--- src/cmbf_pkg.sv ---
package cmbf_pkg;

  localparam int BUF_BYTES = 13;
  localparam int NUM_TXB   = 3;
  localparam int BYTE_W    = 8;
  localparam int LANES     = 4;
  localparam int NUM_FILT  = 4;

  // control register byte offsets
  localparam logic [7:0] OFS_RX_FLAG  = 8'h00;
  localparam logic [7:0] OFS_RX_IE    = 8'h04;
  localparam logic [7:0] OFS_TX_FLAG  = 8'h08;
  localparam logic [7:0] OFS_TX_CTRL  = 8'h0c;
  localparam logic [7:0] OFS_ACC_CTRL = 8'h10;
  localparam logic [7:0] OFS_PATTERN  = 8'h14;
  localparam logic [7:0] OFS_MASK     = 8'h18;

  // address regions, selected by haddr[7:5]
  localparam logic [2:0] REG_CTRL  = 3'h0;
  localparam logic [2:0] REG_RX_FG = 3'h2;
  localparam logic [1:0] TX_NONE   = 2'h3;
  localparam logic [2:0] LOCAL_PRIORITY_FIELD_WORD = 3'h4;
  localparam logic [2:0] DATA_WORDS = 3'h4;

  // field positions
  localparam int RXF_BIT      = 0;
  localparam int OVR_BIT      = 1;
  localparam int TXE_LSB      = 0;
  localparam int ABORT_ACKNOWLEDGE_BIT_LSB    = 4;
  localparam int ABORT_REQUEST_BIT_LSB    = 0;
  localparam int TXIE_LSB     = 4;
  localparam int MODE_LSB     = 0;
  localparam int HIT_LSB      = 4;
  localparam int LOOPBACK_BIT = 8;
  localparam int IDE_BIT      = 3;

  // filter mode codes
  localparam logic [1:0] FM_32     = 2'h0;
  localparam logic [1:0] FM_16     = 2'h1;
  localparam logic [1:0] FM_8      = 2'h2;
  localparam logic [1:0] FM_CLOSED = 2'h3;

  typedef logic [7:0] cmbf_byte_t;

  typedef struct packed {
    logic [3:0] idx;
    logic [7:0] data;
  } cmbf_rx_wr_t;

  typedef enum logic {BUS_IDLE, BUS_DATA} cmbf_bus_state_t;

endpackage
--- src/cmbf_bytecmp.sv ---
module cmbf_bytecmp
  import cmbf_pkg::*;
(
  input  wire cmbf_pkg::cmbf_byte_t pattern,
  input  wire cmbf_pkg::cmbf_byte_t mask,
  input  wire cmbf_pkg::cmbf_byte_t data,
  output wire logic                 match
);
  // a set mask bit makes that bit a don't-care
  assign match = &(~(pattern ^ data) | mask);
endmodule

--- src/cmbf_core.sv ---
// Operation
// (RULE_01) received frames go through background then foreground buffer, one window
// (RULE_02) each receive buffer holds 13 bytes: control, identifier, data
// (RULE_03) rx full flag set when foreground holds an accepted good frame
// (RULE_04) filter checked while background fills; accepted frame copied if flag clear
// (RULE_05) software reads foreground then clears rx full flag
// (RULE_06) background overwritten by next frame whatever the filter says
// (RULE_07) receive interrupt only when enabled; flag stays pollable
// (RULE_08) own frame goes to background only; no copy, interrupt or ack
// (RULE_09) loop-back treats own frames as ordinary received frames
// (RULE_10) lost arbitration turns the node into a normal receiver
// (RULE_11) accepted frame with foreground full is dropped, overrun flagged; tx continues
// (RULE_12) three 13-byte transmit buffers, each with 8-bit local priority
// (RULE_13) software fills an empty buffer then clears its empty flag
// (RULE_14) successful send sets empty flag; tx interrupt unless masked
// (RULE_15) each arbitration picks ready buffer with lowest priority value
// (RULE_16) abort granted only if not on bus; sets ack and empty flag
// (RULE_17) pattern gives expected id bits; set mask bits are ignored
// (RULE_18) two-bit hit index records lowest matching filter
// (RULE_19) 32-bit mode: full extended id with srr ide rtr, or standard
// (RULE_20) dual 16-bit mode: top 14 extended bits with srr ide, or standard
// (RULE_21) quad mode: four filters compare first eight id bits
// (RULE_22) closed mode never copies a frame nor sets rx full
// (RULE_23) receive interrupt raised right after end of frame
// (RULE_24) flags clear by writing one; a pending cause keeps them set
// (RULE_25) two-bit mode field in acceptance control selects filter mode
module cmbf_core
  import cmbf_pkg::*;
(
  input  wire logic                 mclk,
  input  wire logic                 rst_n,
  input  wire logic                 hsel,
  input  wire logic [31:0]          haddr,
  input  wire logic [1:0]           htrans,
  input  wire logic                 hwrite,
  input  wire logic [2:0]           hsize,
  input  wire logic [31:0]          hwdata,
  input  wire logic                 hready,
  output logic                      hreadyout,
  output logic      [31:0]          hrdata,
  output logic                      hresp,
  input  wire logic                 rx_wr_en,
  input  wire cmbf_pkg::cmbf_rx_wr_t rx_wr,
  input  wire logic                 rx_eof,
  input  wire logic                 rx_own,
  input  wire logic                 tx_arb,
  input  wire logic                 tx_done,
  input  wire logic                 tx_fail,
  input  wire logic [3:0]           tx_rd_idx,
  output logic                      tx_pending,
  output logic      [1:0]           tx_sel,
  output logic      [7:0]           tx_rd_data,
  output logic                      rx_ack_en,
  output logic                      loopback,
  output logic                      rx_irq,
  output logic                      tx_irq,
  output logic                      err_irq
);

  cmbf_bus_state_t    bus_q;
  logic [7:0]         addr_q;
  logic               wr_q;
  logic               hreadyout_q;
  logic [31:0]        hrdata_q;

  cmbf_byte_t         bg_q  [BUF_BYTES];
  cmbf_byte_t         fg_q  [BUF_BYTES];
  cmbf_byte_t         txb_q [NUM_TXB][BUF_BYTES];
  logic [NUM_TXB*BYTE_W-1:0] local_priority_field_q;

  logic               rxf_q;
  logic               ovr_q;
  logic               rxie_q;
  logic               ovrie_q;
  logic [NUM_TXB-1:0] txe_q;
  logic [NUM_TXB-1:0] abort_acknowledge_bit_q;
  logic [NUM_TXB-1:0] abort_request_bit_q;
  logic [NUM_TXB-1:0] txie_q;
  logic [1:0]         mode_q;
  logic [1:0]         hit_q;
  logic               loop_q;
  logic [31:0]        pat_q;
  logic [31:0]        msk_q;
  logic               tx_busy_q;
  logic [1:0]         tx_sel_q;
  logic               tx_pending_q;
  logic [7:0]         tx_rd_data_q;
  logic               rx_ack_en_q;
  logic               rx_irq_q;
  logic               tx_irq_q;
  logic               err_irq_q;

  // ---------------- bus decode
  wire                acc_take  = hsel & htrans[1] & hready;
  wire                wr_fire   = (bus_q == BUS_DATA) & wr_q;
  wire  [2:0]         region    = addr_q[7:5];
  wire  [2:0]         word      = addr_q[4:2];
  wire  [1:0]         tx_n      = addr_q[6:5];
  wire                is_ctrl   = region == REG_CTRL;
  wire                is_fg     = region == REG_RX_FG;
  wire                is_tx     = addr_q[7] & (tx_n != TX_NONE);
  wire                wr_rxflag = wr_fire & (addr_q == OFS_RX_FLAG);
  wire                wr_rxie   = wr_fire & (addr_q == OFS_RX_IE);
  wire                wr_txflag = wr_fire & (addr_q == OFS_TX_FLAG);
  wire                wr_txctrl = wr_fire & (addr_q == OFS_TX_CTRL);
  wire                wr_acc    = wr_fire & (addr_q == OFS_ACC_CTRL);
  wire                wr_pat    = wr_fire & (addr_q == OFS_PATTERN);
  wire                wr_msk    = wr_fire & (addr_q == OFS_MASK);
  wire                wr_txdata = wr_fire & is_tx & (word < DATA_WORDS);
  wire                wr_txprio = wr_fire & is_tx & (word == LOCAL_PRIORITY_FIELD_WORD);

  // ---------------- acceptance filter
  wire cmbf_byte_t    cmp_data [NUM_FILT];
  wire  [NUM_FILT-1:0] bm;
  wire                ide = bg_q[1][IDE_BIT];

  for (genvar g = 0; g < NUM_FILT; g++)
  begin : g_filt
    // byte routing per mode: first four bytes, first two bytes, or first byte only
    assign cmp_data[g] = (mode_q == FM_32) ? bg_q[g] :              // RULE_19
                         (mode_q == FM_16) ? bg_q[g % 2] : bg_q[0]; // RULE_20 RULE_21
    cmbf_bytecmp u_cmp (
      .pattern (pat_q[g*BYTE_W +: BYTE_W]),
      .mask    (msk_q[g*BYTE_W +: BYTE_W]),
      .data    (cmp_data[g]),
      .match   (bm[g])
    ); // RULE_17
  end

  // standard frames end after the second identifier byte
  wire                h32  = bm[0] & bm[1] & (~ide | (bm[2] & bm[3])); // RULE_19
  wire  [NUM_FILT-1:0] hits =
    (mode_q == FM_32) ? {3'b000, h32} :                        // RULE_19
    (mode_q == FM_16) ? {2'b00, bm[2] & bm[3], bm[0] & bm[1]} : // RULE_20
    (mode_q == FM_8)  ? bm : '0;                               // RULE_21 RULE_22 RULE_25
  wire  [1:0]         hit_idx = hits[0] ? 2'h0 :
                                hits[1] ? 2'h1 :
                                hits[2] ? 2'h2 : 2'h3; // RULE_18
  // own frames only count in loop-back; after lost arbitration rx_own drops
  wire                own_ok  = ~rx_own | loop_q; // RULE_08 RULE_09 RULE_10
  wire                accept  = rx_eof & (|hits) & own_ok; // RULE_04
  wire                rxf_clr = wr_rxflag & hwdata[RXF_BIT];
  wire                ovr_clr = wr_rxflag & hwdata[OVR_BIT];
  wire                fg_free = ~rxf_q | rxf_clr;
  wire                rx_copy = accept & fg_free; // RULE_04
  wire                ovr_set = accept & ~fg_free; // RULE_11

  // ---------------- transmit scheduling
  wire  [NUM_TXB-1:0] onbus   = tx_busy_q ? NUM_TXB'(1) << tx_sel_q : '0;
  wire  [NUM_TXB-1:0] ready_v = ~txe_q & ~abort_request_bit_q;
  wire  [NUM_TXB-1:0] abt_ok  = abort_request_bit_q & ~txe_q & ~onbus; // RULE_16
  wire  [NUM_TXB-1:0] sent    = tx_done ? onbus : '0; // RULE_14
  wire  [NUM_TXB-1:0] txe_clr = wr_txflag ? hwdata[TXE_LSB +: NUM_TXB] : '0;
  wire  [1:0]         pick_sel;
  wire                pick_any;

  cmbf_local_priority_field_pick u_pick (
    .ready (ready_v),
    .local_priority_field  (local_priority_field_q),
    .sel   (pick_sel),
    .any   (pick_any)
  );

  // ---------------- read mux
  logic [31:0]        rd_mux;
  int                 idx;

  always_comb
  begin
    rd_mux = '0;
    idx    = 0;
    if (is_ctrl)
    begin
      unique case (addr_q)
        OFS_RX_FLAG:
        begin
          rd_mux[RXF_BIT] = rxf_q; // RULE_07
          rd_mux[OVR_BIT] = ovr_q;
        end
        OFS_RX_IE:
        begin
          rd_mux[RXF_BIT] = rxie_q;
          rd_mux[OVR_BIT] = ovrie_q;
        end
        OFS_TX_FLAG:
        begin
          rd_mux[TXE_LSB +: NUM_TXB]   = txe_q;
          rd_mux[ABORT_ACKNOWLEDGE_BIT_LSB +: NUM_TXB] = abort_acknowledge_bit_q;
        end
        OFS_TX_CTRL:
        begin
          rd_mux[ABORT_REQUEST_BIT_LSB +: NUM_TXB] = abort_request_bit_q;
          rd_mux[TXIE_LSB +: NUM_TXB]  = txie_q;
        end
        OFS_ACC_CTRL:
        begin
          rd_mux[MODE_LSB +: 2]  = mode_q;
          rd_mux[HIT_LSB +: 2]   = hit_q;
          rd_mux[LOOPBACK_BIT]   = loop_q;
        end
        OFS_PATTERN: rd_mux = pat_q;
        OFS_MASK:    rd_mux = msk_q;
        default:     rd_mux = '0;
      endcase
    end
    else if (is_fg)
    begin
      for (int k = 0; k < LANES; k++)
      begin
        idx = int'(word) * LANES + k;
        if (idx < BUF_BYTES)
          rd_mux[k*BYTE_W +: BYTE_W] = fg_q[idx]; // RULE_01
      end
    end
    else if (is_tx)
    begin
      if (word == LOCAL_PRIORITY_FIELD_WORD)
        rd_mux[BYTE_W-1:0] = local_priority_field_q[int'(tx_n)*BYTE_W +: BYTE_W];
      else
      begin
        for (int k = 0; k < LANES; k++)
        begin
          idx = int'(word) * LANES + k;
          if (idx < BUF_BYTES)
            rd_mux[k*BYTE_W +: BYTE_W] = txb_q[tx_n][idx];
        end
      end
    end
  end

  // ---------------- bus slave, one wait state per transfer
  always_ff @(posedge mclk)
  begin
    if (!rst_n)
    begin
      bus_q       <= BUS_IDLE;
      addr_q      <= '0;
      wr_q        <= 1'b0;
      hreadyout_q <= 1'b1;
      hrdata_q    <= '0;
    end
    else
    begin
      unique case (bus_q)
        BUS_IDLE:
        begin
          if (acc_take)
          begin
            addr_q      <= haddr[7:0];
            wr_q        <= hwrite;
            bus_q       <= BUS_DATA;
            hreadyout_q <= 1'b0;
          end
        end
        BUS_DATA:
        begin
          hrdata_q    <= wr_q ? '0 : rd_mux;
          hreadyout_q <= 1'b1;
          bus_q       <= BUS_IDLE;
        end
      endcase
    end
  end

  // ---------------- message storage
  always_ff @(posedge mclk)
  begin
    if (rx_wr_en && rx_wr.idx < BUF_BYTES)
      bg_q[rx_wr.idx] <= rx_wr.data; // RULE_06 RULE_08
    if (rx_copy)
      fg_q <= bg_q; // RULE_01 RULE_02
    for (int n = 0; n < NUM_TXB; n++)
    begin
      for (int b = 0; b < BUF_BYTES; b++)
      begin
        if (wr_txdata && tx_n == 2'(n) && b / LANES == int'(word))
          txb_q[n][b] <= hwdata[(b % LANES)*BYTE_W +: BYTE_W]; // RULE_12
      end
    end
  end

  // ---------------- receive flags and filter setup
  always_ff @(posedge mclk)
  begin
    if (!rst_n)
    begin
      rxf_q   <= 1'b0;
      ovr_q   <= 1'b0;
      rxie_q  <= 1'b0;
      ovrie_q <= 1'b0;
      mode_q  <= FM_32;
      hit_q   <= '0;
      loop_q  <= 1'b0;
      pat_q   <= '0;
      msk_q   <= '0;
    end
    else
    begin
      // a new frame landing with the clear keeps the flag set
      rxf_q <= (rxf_q & ~rxf_clr) | rx_copy; // RULE_03 RULE_23 RULE_24
      ovr_q <= (ovr_q & ~ovr_clr) | ovr_set; // RULE_11 RULE_24
      if (rx_copy)
        hit_q <= hit_idx; // RULE_18
      if (wr_rxie)
      begin
        rxie_q  <= hwdata[RXF_BIT];
        ovrie_q <= hwdata[OVR_BIT];
      end
      if (wr_acc)
      begin
        mode_q <= hwdata[MODE_LSB +: 2]; // RULE_25
        loop_q <= hwdata[LOOPBACK_BIT];
      end
      if (wr_pat)
        pat_q <= hwdata;
      if (wr_msk)
        msk_q <= hwdata;
    end
  end

  // ---------------- transmit flags and scheduling
  always_ff @(posedge mclk)
  begin
    if (!rst_n)
    begin
      txe_q     <= '1;
      abort_acknowledge_bit_q   <= '0;
      abort_request_bit_q   <= '0;
      txie_q    <= '0;
      local_priority_field_q    <= '0;
      tx_busy_q <= 1'b0;
      tx_sel_q  <= '0;
    end
    else
    begin
      txe_q   <= (txe_q & ~txe_clr) | sent | abt_ok; // RULE_13 RULE_14 RULE_16
      abort_acknowledge_bit_q <= (abort_acknowledge_bit_q & ~txe_clr) | abt_ok; // RULE_16
      abort_request_bit_q <= (wr_txctrl ? hwdata[ABORT_REQUEST_BIT_LSB +: NUM_TXB] : abort_request_bit_q)
                 & ~sent & ~abt_ok & ~txe_q; // RULE_16
      if (wr_txctrl)
        txie_q <= hwdata[TXIE_LSB +: NUM_TXB];
      if (wr_txprio)
        local_priority_field_q[int'(tx_n)*BYTE_W +: BYTE_W] <= hwdata[BYTE_W-1:0]; // RULE_12
      if (tx_done || tx_fail)
        tx_busy_q <= 1'b0; // RULE_15
      else if (tx_arb && pick_any && !tx_busy_q)
      begin
        tx_busy_q <= 1'b1;
        tx_sel_q  <= pick_sel; // RULE_15
      end
    end
  end

  // ---------------- link-side and interrupt outputs
  always_ff @(posedge mclk)
  begin
    if (!rst_n)
    begin
      tx_pending_q <= 1'b0;
      tx_rd_data_q <= '0;
      rx_ack_en_q  <= 1'b0;
      rx_irq_q     <= 1'b0;
      tx_irq_q     <= 1'b0;
      err_irq_q    <= 1'b0;
    end
    else
    begin
      // transmit side never depends on receive buffer state
      tx_pending_q <= |ready_v; // RULE_11
      tx_rd_data_q <= (tx_rd_idx < BUF_BYTES) ? txb_q[tx_sel_q][tx_rd_idx] : '0;
      rx_ack_en_q  <= own_ok; // RULE_08 RULE_09
      rx_irq_q     <= rxf_q & rxie_q; // RULE_07 RULE_23
      tx_irq_q     <= |(txe_q & txie_q); // RULE_14
      err_irq_q    <= ovr_q & ovrie_q; // RULE_11
    end
  end

  assign hreadyout  = hreadyout_q;
  assign hrdata     = hrdata_q;
  assign hresp      = 1'b0;
  assign tx_pending = tx_pending_q;
  assign tx_sel     = tx_sel_q;
  assign tx_rd_data = tx_rd_data_q;
  assign rx_ack_en  = rx_ack_en_q;
  assign loopback   = loop_q;
  assign rx_irq     = rx_irq_q;
  assign tx_irq     = tx_irq_q;
  assign err_irq    = err_irq_q;

endmodule

--- src/cmbf_local_priority_field_pick.sv ---
module cmbf_local_priority_field_pick
  import cmbf_pkg::*;
(
  input  wire logic [NUM_TXB-1:0]        ready,
  input  wire logic [NUM_TXB*BYTE_W-1:0] local_priority_field,
  output logic      [1:0]                sel,
  output logic                           any
);
  cmbf_byte_t best;

  // lowest value wins, ties go to the lower buffer
  always_comb
  begin
    best = '1;
    sel  = '0;
    any  = 1'b0;
    for (int i = 0; i < NUM_TXB; i++)
    begin
      if (ready[i] && (!any || local_priority_field[i*BYTE_W +: BYTE_W] < best))
      begin
        best = local_priority_field[i*BYTE_W +: BYTE_W];
        sel  = 2'(i);
        any  = 1'b1;
      end
    end
  end
endmodule

--- config.mk ---
export PLATFORM = sky130hd
export DESIGN_NAME = cmbf_core
export DESIGN_NICKNAME = d
export VERILOG_FILES = /design/src/cmbf_pkg.sv /design/src/cmbf_bytecmp.sv /design/src/cmbf_core.sv /design/src/cmbf_local_priority_field_pick.sv
export SDC_FILE = /design/constraint.sdc
export NUM_CORES = 1
export LEC_CHECK = 0
export BUFFER_PORTS_ARGS = -buffer_cell sky130_fd_sc_hd__buf_4
export CORE_MARGIN = 3
export CORE_UTILIZATION = 45
export DETAILED_ROUTE_END_ITERATION = 16
export GPL_ROUTABILITY_DRIVEN = 0
export GPL_TIMING_DRIVEN = 0
export MAX_ROUTING_LAYER = met4
export PLACE_DENSITY_LB_ADDON = 0.05
export SLEW_MARGIN = 5
export SYNTH_ARGS = -nofsm -noshare
export SYNTH_HDL_FRONTEND = slang
export SYNTH_SLANG_ARGS = --single-unit
export TNS_END_PERCENT = 1
--- constraint.sdc ---
create_clock -name mclk -period 6 [get_ports mclk]
set_input_delay 0 -clock mclk [delete_from_list [all_inputs] [get_ports mclk]]
set_output_delay 0 -clock mclk [all_outputs]
set_load 0.01 [all_outputs]
== Word level (Yosys, flattened, before mapping) ==
Memories as Yosys holds them, arrays and structs flattened. A register that Yosys moved wholly into a read port is not among the register bits.
Index checks and enable logic that the tools add are counted.

* Bits in registers: 376
* Memories: 1
* Input bits: 96
* Logic and storage cells: 329
* Memory bits (writable): 312

* $lt $le $gt $ge: 16
* Equality and inequality tests: 17
* Reductions and logical operators: 45
* Multiplexer cells: 112
* Shift operators: 4
* Bitwise logic cells: 77
* Add/sub/neg operators: 4

{| class="wikitable"
|+ Memories
! name !! depth !! bits a word !! rd ports !! clocked after Yosys merged registers in !! wr ports !! line !! text
|-
| txb_q || 3 || 104 || 2 || 2 || 1 || cmbf_core.sv:68 || <nowiki>cmbf_byte_t txb_q [NUM_TXB][BUF_BYTES];</nowiki>
|}

{| class="wikitable"
|+ Operators with widths
! kind !! count
|-
| $bmux W8 S4 || 9
|-
| $mux W8 || 34
|-
| $mux W104 || 2
|-
| $reduce_or A104 Y1 || 2
|-
| $ge A32 B5 Y1 const B || 4
|-
| $mux W32 || 4
|-
| $bwmux W104 || 1
|-
| $not A6 Y32 || 3
|-
| $pmux W23 S2 || 1
|-
| $neg A5 Y33 || 1
|-
| $shift A8 B33 Y24 const A || 1
|-
| $shiftx A8 B33 Y24 || 1
|-
| $demux W8 S4 || 1
|-
| $not A5 Y32 || 1
|-
| $not A8 Y8 || 4
|-
| $or A8 B8 Y8 || 4
|-
| $reduce_and A8 Y1 || 4
|-
| $xor A8 B8 Y8 || 4
|-
| $mux W1 || 31
|-
| $and A1 B1 Y1 || 27
|-
| $and A3 B3 Y3 || 9
|-
| $bwmux W24 || 1
|-
| $eq A8 B5 Y1 const B || 3
|-
| $mux W24 || 1
|-
| 43 further kinds || 122
|}

== Logic depth before layout (Yosys ltp) ==
* Depth in word-level cells: 16
* Mapped depth: 20
* Mapped depth without buffers: 18

== Cells and area by module ==
From an unflattened synthesis, not the netlist that was laid out.

* Cells, all modules: 2294
* Area, all modules: 30914.6 µm²

{| class="wikitable"
|+ By module, submodules not included
! module !! instances !! seq. area each (µm²) !! cells each !! area an instance (µm²)
|-
| cmbf_core || 1 || 19058.3 || 2171 || 29942.5
|-
| cmbf_local_priority_field_pick || 1 || 0.0 || 71 || 541.8
|-
| cmbf_bytecmp || 4 || 0.0 || 13 || 107.6
|}

== Least setup slack after synthesis ==
OpenSTA, ideal clock, no wires.

* Path kind: register to register
* Start: register mode_q[1]
* End: register hit_q[0]
* Arrival: 4063 ps
* Clock period less this slack: 4183 ps
* Setup slack: 1817 ps
* Stages on the path, launching flop included: 12
* Buffers on the path: 2
* Required time: 5880 ps
* Library setup time: 120 ps
* Cell sequence: dfxtp_1 > buf_6 > buf_12 > nor2_8 > mux2i_1 > mux2i_2 > o2111ai_2 > nor4_4 > o22ai_2 > a31oi_4 > nor2_1 > a41o_1

* Cells in the longest elaborated chain, start to end: 15
* Elaborated cells between the ends (all ways): 33
* Those cells by class: eq/ne (2); mux (10); bitwise (16); reduce/logical (5)

{| class="wikitable"
|+ RTL lines
! what !! line !! text
|-
| from (decl) || cmbf_core.sv:79 || <nowiki>logic [1:0] mode_q;</nowiki>
|-
| from (signal assigned) || cmbf_core.sv:311 || <nowiki>mode_q <= hwdata[MODE_LSB +: 2];</nowiki>
|-
| $eq A2 B1 Y1 || cmbf_core.sv:121, cmbf_core.sv:134 ||
|-
| $mux W8 || cmbf_core.sv:121 || <nowiki>(mode_q == FM_16) ? bg_q[g % 2] : bg_q[0];</nowiki>
|-
| $mux W8 || cmbf_core.sv:120 || <nowiki>assign cmp_data[g] = (mode_q == FM_32) ? bg_q[g] :</nowiki>
|-
| $xor A8 B8 Y8 || cmbf_bytecmp.sv:10 || <nowiki>assign match = &(~(pattern ^ data) | mask);</nowiki>
|-
| $not A8 Y8 || cmbf_bytecmp.sv:10 ||
|-
| $or A8 B8 Y8 || cmbf_bytecmp.sv:10 ||
|-
| $reduce_and A8 Y1 || cmbf_bytecmp.sv:10 ||
|-
| $and A1 B1 Y1 || cmbf_core.sv:131, cmbf_core.sv:134 ||
|-
| $or A1 B1 Y1 || cmbf_core.sv:131 || <nowiki>wire h32 = bm[0] & bm[1] & (~ide | (bm[2] & bm[3]));</nowiki>
|-
| $and A1 B1 Y1 || cmbf_core.sv:131 ||
|-
| $mux W4 (*) || cmbf_core.sv:133 || <nowiki>(mode_q == FM_32) ? {3'b000, h32} :</nowiki>
|-
| $reduce_or A4 Y1 (*) || cmbf_core.sv:141 || <nowiki>wire accept = rx_eof & (|hits) & own_ok;</nowiki>
|-
| $and A1 B1 Y1 (*) (2 in a row) || cmbf_core.sv:141 ||
|-
| $and A1 B1 Y1 (*) || cmbf_core.sv:145 || <nowiki>wire rx_copy = accept & fg_free;</nowiki>
|-
| named net rx_copy || cmbf_core.sv:145 ||
|-
| to (signal assigned) || cmbf_core.sv:303 || <nowiki>hit_q <= hit_idx;</nowiki>
|-
| to (decl) || cmbf_core.sv:80 || <nowiki>logic [1:0] hit_q;</nowiki>
|}

Mark *: on every way through the listed nets, which the timed path passes. The rest lies on a longest branch.
A chain may end at the register's enable or synchronous reset.

== Final worst setup path ==
* Start: register txe_q[0]
* End: register tx_sel_q[0] (netlist: tx_sel[0])

* Cells in the longest elaborated chain, start to end: 14
* Elaborated cells between the ends (all ways): 20
* Those cells by class: order compare (2); mux (7); bitwise (2); reduce/logical (9)

{| class="wikitable"
|+ RTL lines
! what !! line !! text
|-
| from (decl) || cmbf_core.sv:75 || <nowiki>logic [NUM_TXB-1:0] txe_q;</nowiki>
|-
| from (signal assigned) || cmbf_core.sv:336 || <nowiki>txe_q <= (txe_q & ~txe_clr) | sent | abt_ok;</nowiki>
|-
| $not A3 Y3 (*) || cmbf_core.sv:150 || <nowiki>wire [NUM_TXB-1:0] ready_v = ~txe_q & ~abort_request_bit_q;</nowiki>
|-
| $and A3 B3 Y3 (*) || cmbf_core.sv:150 ||
|-
| $mux W8 or $mux W1 (tied branches) || cmbf_local_priority_field_pick.sv:19 || <nowiki>if (ready[i] && (!any || local_priority_field[i*BYTE_W +: BYTE_W] < best))</nowiki>
|-
| $lt A8 B8 Y1 or $logic_not A1 Y1 (tied branches) || cmbf_local_priority_field_pick.sv:19 ||
|-
| $logic_or A1 B1 Y1 || cmbf_local_priority_field_pick.sv:19 ||
|-
| $logic_and A1 B1 Y1 || cmbf_local_priority_field_pick.sv:19 ||
|-
| $mux W8 or $mux W1 (tied branches) || cmbf_local_priority_field_pick.sv:19 ||
|-
| $lt A8 B8 Y1 or $logic_not A1 Y1 (tied branches) || cmbf_local_priority_field_pick.sv:19 ||
|-
| $logic_or A1 B1 Y1 || cmbf_local_priority_field_pick.sv:19 ||
|-
| $logic_and A1 B1 Y1 || cmbf_local_priority_field_pick.sv:19 ||
|-
| $mux W1 || cmbf_local_priority_field_pick.sv:19 ||
|-
| $logic_and A1 B1 Y1 (2 in a row) || cmbf_core.sv:346 || <nowiki>else if (tx_arb && pick_any && !tx_busy_q)</nowiki>
|-
| $reduce_and A2 Y1 (no line) || - ||
|-
| to (signal assigned) || cmbf_core.sv:349 || <nowiki>tx_sel_q <= pick_sel;</nowiki>
|-
| to (decl) || cmbf_core.sv:85 || <nowiki>logic [1:0] tx_sel_q;</nowiki>
|}

Mark *: on every way between the ends. The rest lies on a longest branch, timed or not.

==> results.toml <==
[run_status]
status = "finished clean"

[sta]
setup_violations = 0
fmax_mhz = 221
slew_violations = 0
finalCritPeriodShare_pct = 75.3
hold_viol = 0
fin_skew_ns = 0.0317
rsz0062_at_grt = "no"
tightest_slew_ns = 1.31
period_minus_slack_ns = 4.52
slew_headroom_pct = 12.6

[logic_synthesis]
synth_seq_cells = 692
synthTopCellsByArea = "edfxtp_1 52%, dfxtp_1 11%, mux4_2 9.0%, mux2i_1 5.1%, a21oi_1 3.9%"
async_flop_share_pct = 0
synth_top_family_by_area = "multiplexers"
avgSynthCellArea_sq_um = 13.7
synth-edff-count = 520
synth_xor_area_share_pct = 0.901
synthTopCellsByCount = "520 x edfxtp_1, 237 x nand2_1, 232 x a21oi_1"
synthAdderAreaFrac_pct = 0.831
postSynthCellCount = 2205
yosys_warnings = 0
synth.area.mux_share_pct = 15.1
yosysMostFrequentCell = "edfxtp_1"
synthesis.nets = 2321
syn-cell-area_sq_um = 30100
synth.largest_area_cell = "edfxtp_1"
synth_top_area_share_pct = 51.8
yosysSeqAreaShare_pct = 63.3
synthFlopType = "edfxtp_1"
synth_compound_area_share_pct = 10.2
yosys.area_share.simple_pct = 7.51
synth_cell_types = 72

[layout]
nets = 2603
area_growth_syn_to_layout_pct = 18.4
fillers = 5470
drive_gt1_share_pct = 17.3
stdcell_count = 3411
design_area_sq_um = 35700

[placement]
dp_cells = 3201
place_hpwl_um = 74100
port_buffers = 112
placed_area_sq_um = 32400

[floorplanning]
initial_core_util_pct = 45.7
coreArea_sq_um = 66000
die-height_um = 265
row_count = 94
die_width_um = 265
ios = 146
design.die.area_sq_um = 70100

[clock_tree]
clk_path_buf_depth = 3
clkTransAtPathRegs_ns = 0.06
cts.sinks = 692
cts_resized = 0
cts_setup_buffers = 0
cts_tree = "done"
htreeDepth = 3
clockRootBuffer = "clkbuf_16"
worst_skew_pair.late_latency_ns = 0.64
cts_buffers = 75

[power_and_ir_drop]
finalPower_w = 0.0104
peakVddDrop_uv = 224
power_density_nw_per_um2 = 291
p_leak_nw = 11.8

[drt]
via_per_inst = 6.24
ant_nets = 0
wire_per_inst_um = 30.4
drc_errors = 0
finalWirelength_um = 104000
dr.pass1.iters = 6
num_vias = 21300
drt_iter0_drc = 2642

[global_routing]
track_usage_pct = 30.3
grt_max_degree = 29
grt_first_pass_wirelength_um = 147000
overflow = 0
antenna_found_initial = 3
grt_pass1_vias = 20800

[critical_path]
crit_arrival_ns = 4.99
required_ns = 6.47
start_kind = "flip-flop"
crit_type = "flip-flop to flip-flop"
cp-end-kind = "flip-flop"
path_max_fanout = 10

[run]
drv_cap = 0

[min_path]
hold_class = "primary input to flip-flop"
==> per-layer routing <==
layer | GRT usage (%) | part of all wire (%) | vias up
li1 | - | - | 9069
met1 | 38.8 | 40 | 10800
met2 | 48.8 | 48 | 1134
met3 | 4.95 | 8.1 | 256
met4 | 11.7 | 4.5 | 0
met5 | - | 0 | -
==> path summary, 6_finish.rpt <==
kind                       start                  endpoint  slack [ns]  cells past startpoint
max          txe_q[0]$_SDFF_PN1_    tx_sel[0]$_SDFFE_PN0P_        1.48                     16
min                 tx_rd_idx[2]  tx_rd_data[3]$_SDFF_PN0_        0.18                      4
max reg2reg  txe_q[0]$_SDFF_PN1_    tx_sel[0]$_SDFFE_PN0P_        1.48                     16
min reg2reg    bg_q[5]$_DFFE_PP_         fg_q[5]$_DFFE_PP_        0.41                      0
==> power by group <==
group          internal [W]  switching (W)  leakage [nW]
logic              0.000186       0.000371          4.51
registers           0.00515      0.0000138          6.06
clock network       0.00273        0.00194          1.21
total               0.00807        0.00232          11.8
==> layout make-up <==
cell class / instances / area, sq um / share of cell area, %
Clock inverter: 25 / 325 / 0.912
Buffer: 149 / 641 / 1.80
Tap cell: 864 / 1080 / 3.03
Inverter: 5 / 18.8 / 0.0526
Multi-Input combinational cell: 1359 / 10500 / 29.4
Timing Repair Buffer: 205 / 1910 / 5.35
Sequential cell: 692 / 19100 / 53.4
Clock buffer: 111 / 2150 / 6.04
Antenna cell: 1 / 2.50 / 0.00702
==> logic make-up after synthesis <==
kind of cell,Yosys count
flip-flops,692
AND/OR/NAND/NOR,525
AO/OA/AOI/OAI,482
multiplexers,300
buffers and inverters,154
XOR/XNOR,31
adder cells (fa/ha/maj),20
other,1
==> flip-flops by register name (all words and copies together) (netlist names), 8 cells and up, named ones only <==
signal                  flops
tx_rd_data                  8
bg_q                      104
txb_q                     312
local_priority_field_q     24
msk_q                      32
pat_q                      32
fg_q                      104
hrdata                     32
addr_q                      8
==> critical path, stage by stage (launching register included) <==
cell and delay, ns:
dfxtp_1 0.46, or2_2 0.15, clkbuf_1 0.35, nor2_1 0.12
ha_1 0.29, a21o_1 0.16, a21o_1 0.18, a21oi_1 0.18
o21ai_1 0.13, nand2_1 0.24, clkbuf_1 0.38, a21oi_1 0.16
ha_1 0.22, or4_1 0.58, o311ai_1 0.37, a21boi_0 0.15
o21a_1 0.27
==> through the flow <==
stage	utilization, %	hold WS, ns	worst slack (ns)	TNS [ns]
floorplan	-	0.0781	1.82	0
global placement	48.6	0.177	-1.32	-97.33
CTS	54.0	0.127	1.57	0
global route	54.0	0.155	1.13	0
detailed placement	49.2	0.192	1.61	0
finish	54.0	0.176	1.48	0
==> cell usage in the layout, fill, tap and decap left out, types with 19 or more instances in the layout <==
master	n
buf_1	19
o22ai_1	41
mux4_2	121
mux2i_1	154
buf_2	22
a22oi_1	50
buf_4	122
clkbuf_1	124
nand2_1	237
ha_1	20
clkbuf_16	77
nor2_1	165
a22o_1	28
o21ai_0	35
dfxtp_1	172
dlygate4sd3_1	73
edfxtp_1	520
a221oi_1	32
a21oi_1	232
mux2_2	24
nand3_1	34
==> repair_timing <==
item / in CTS / in global routing
hold endpoints to repair: 607 / 0
setup endpoints to repair: 0 / 0
hold buffers: 73 / 0
(Power assumes the default switching activity.)
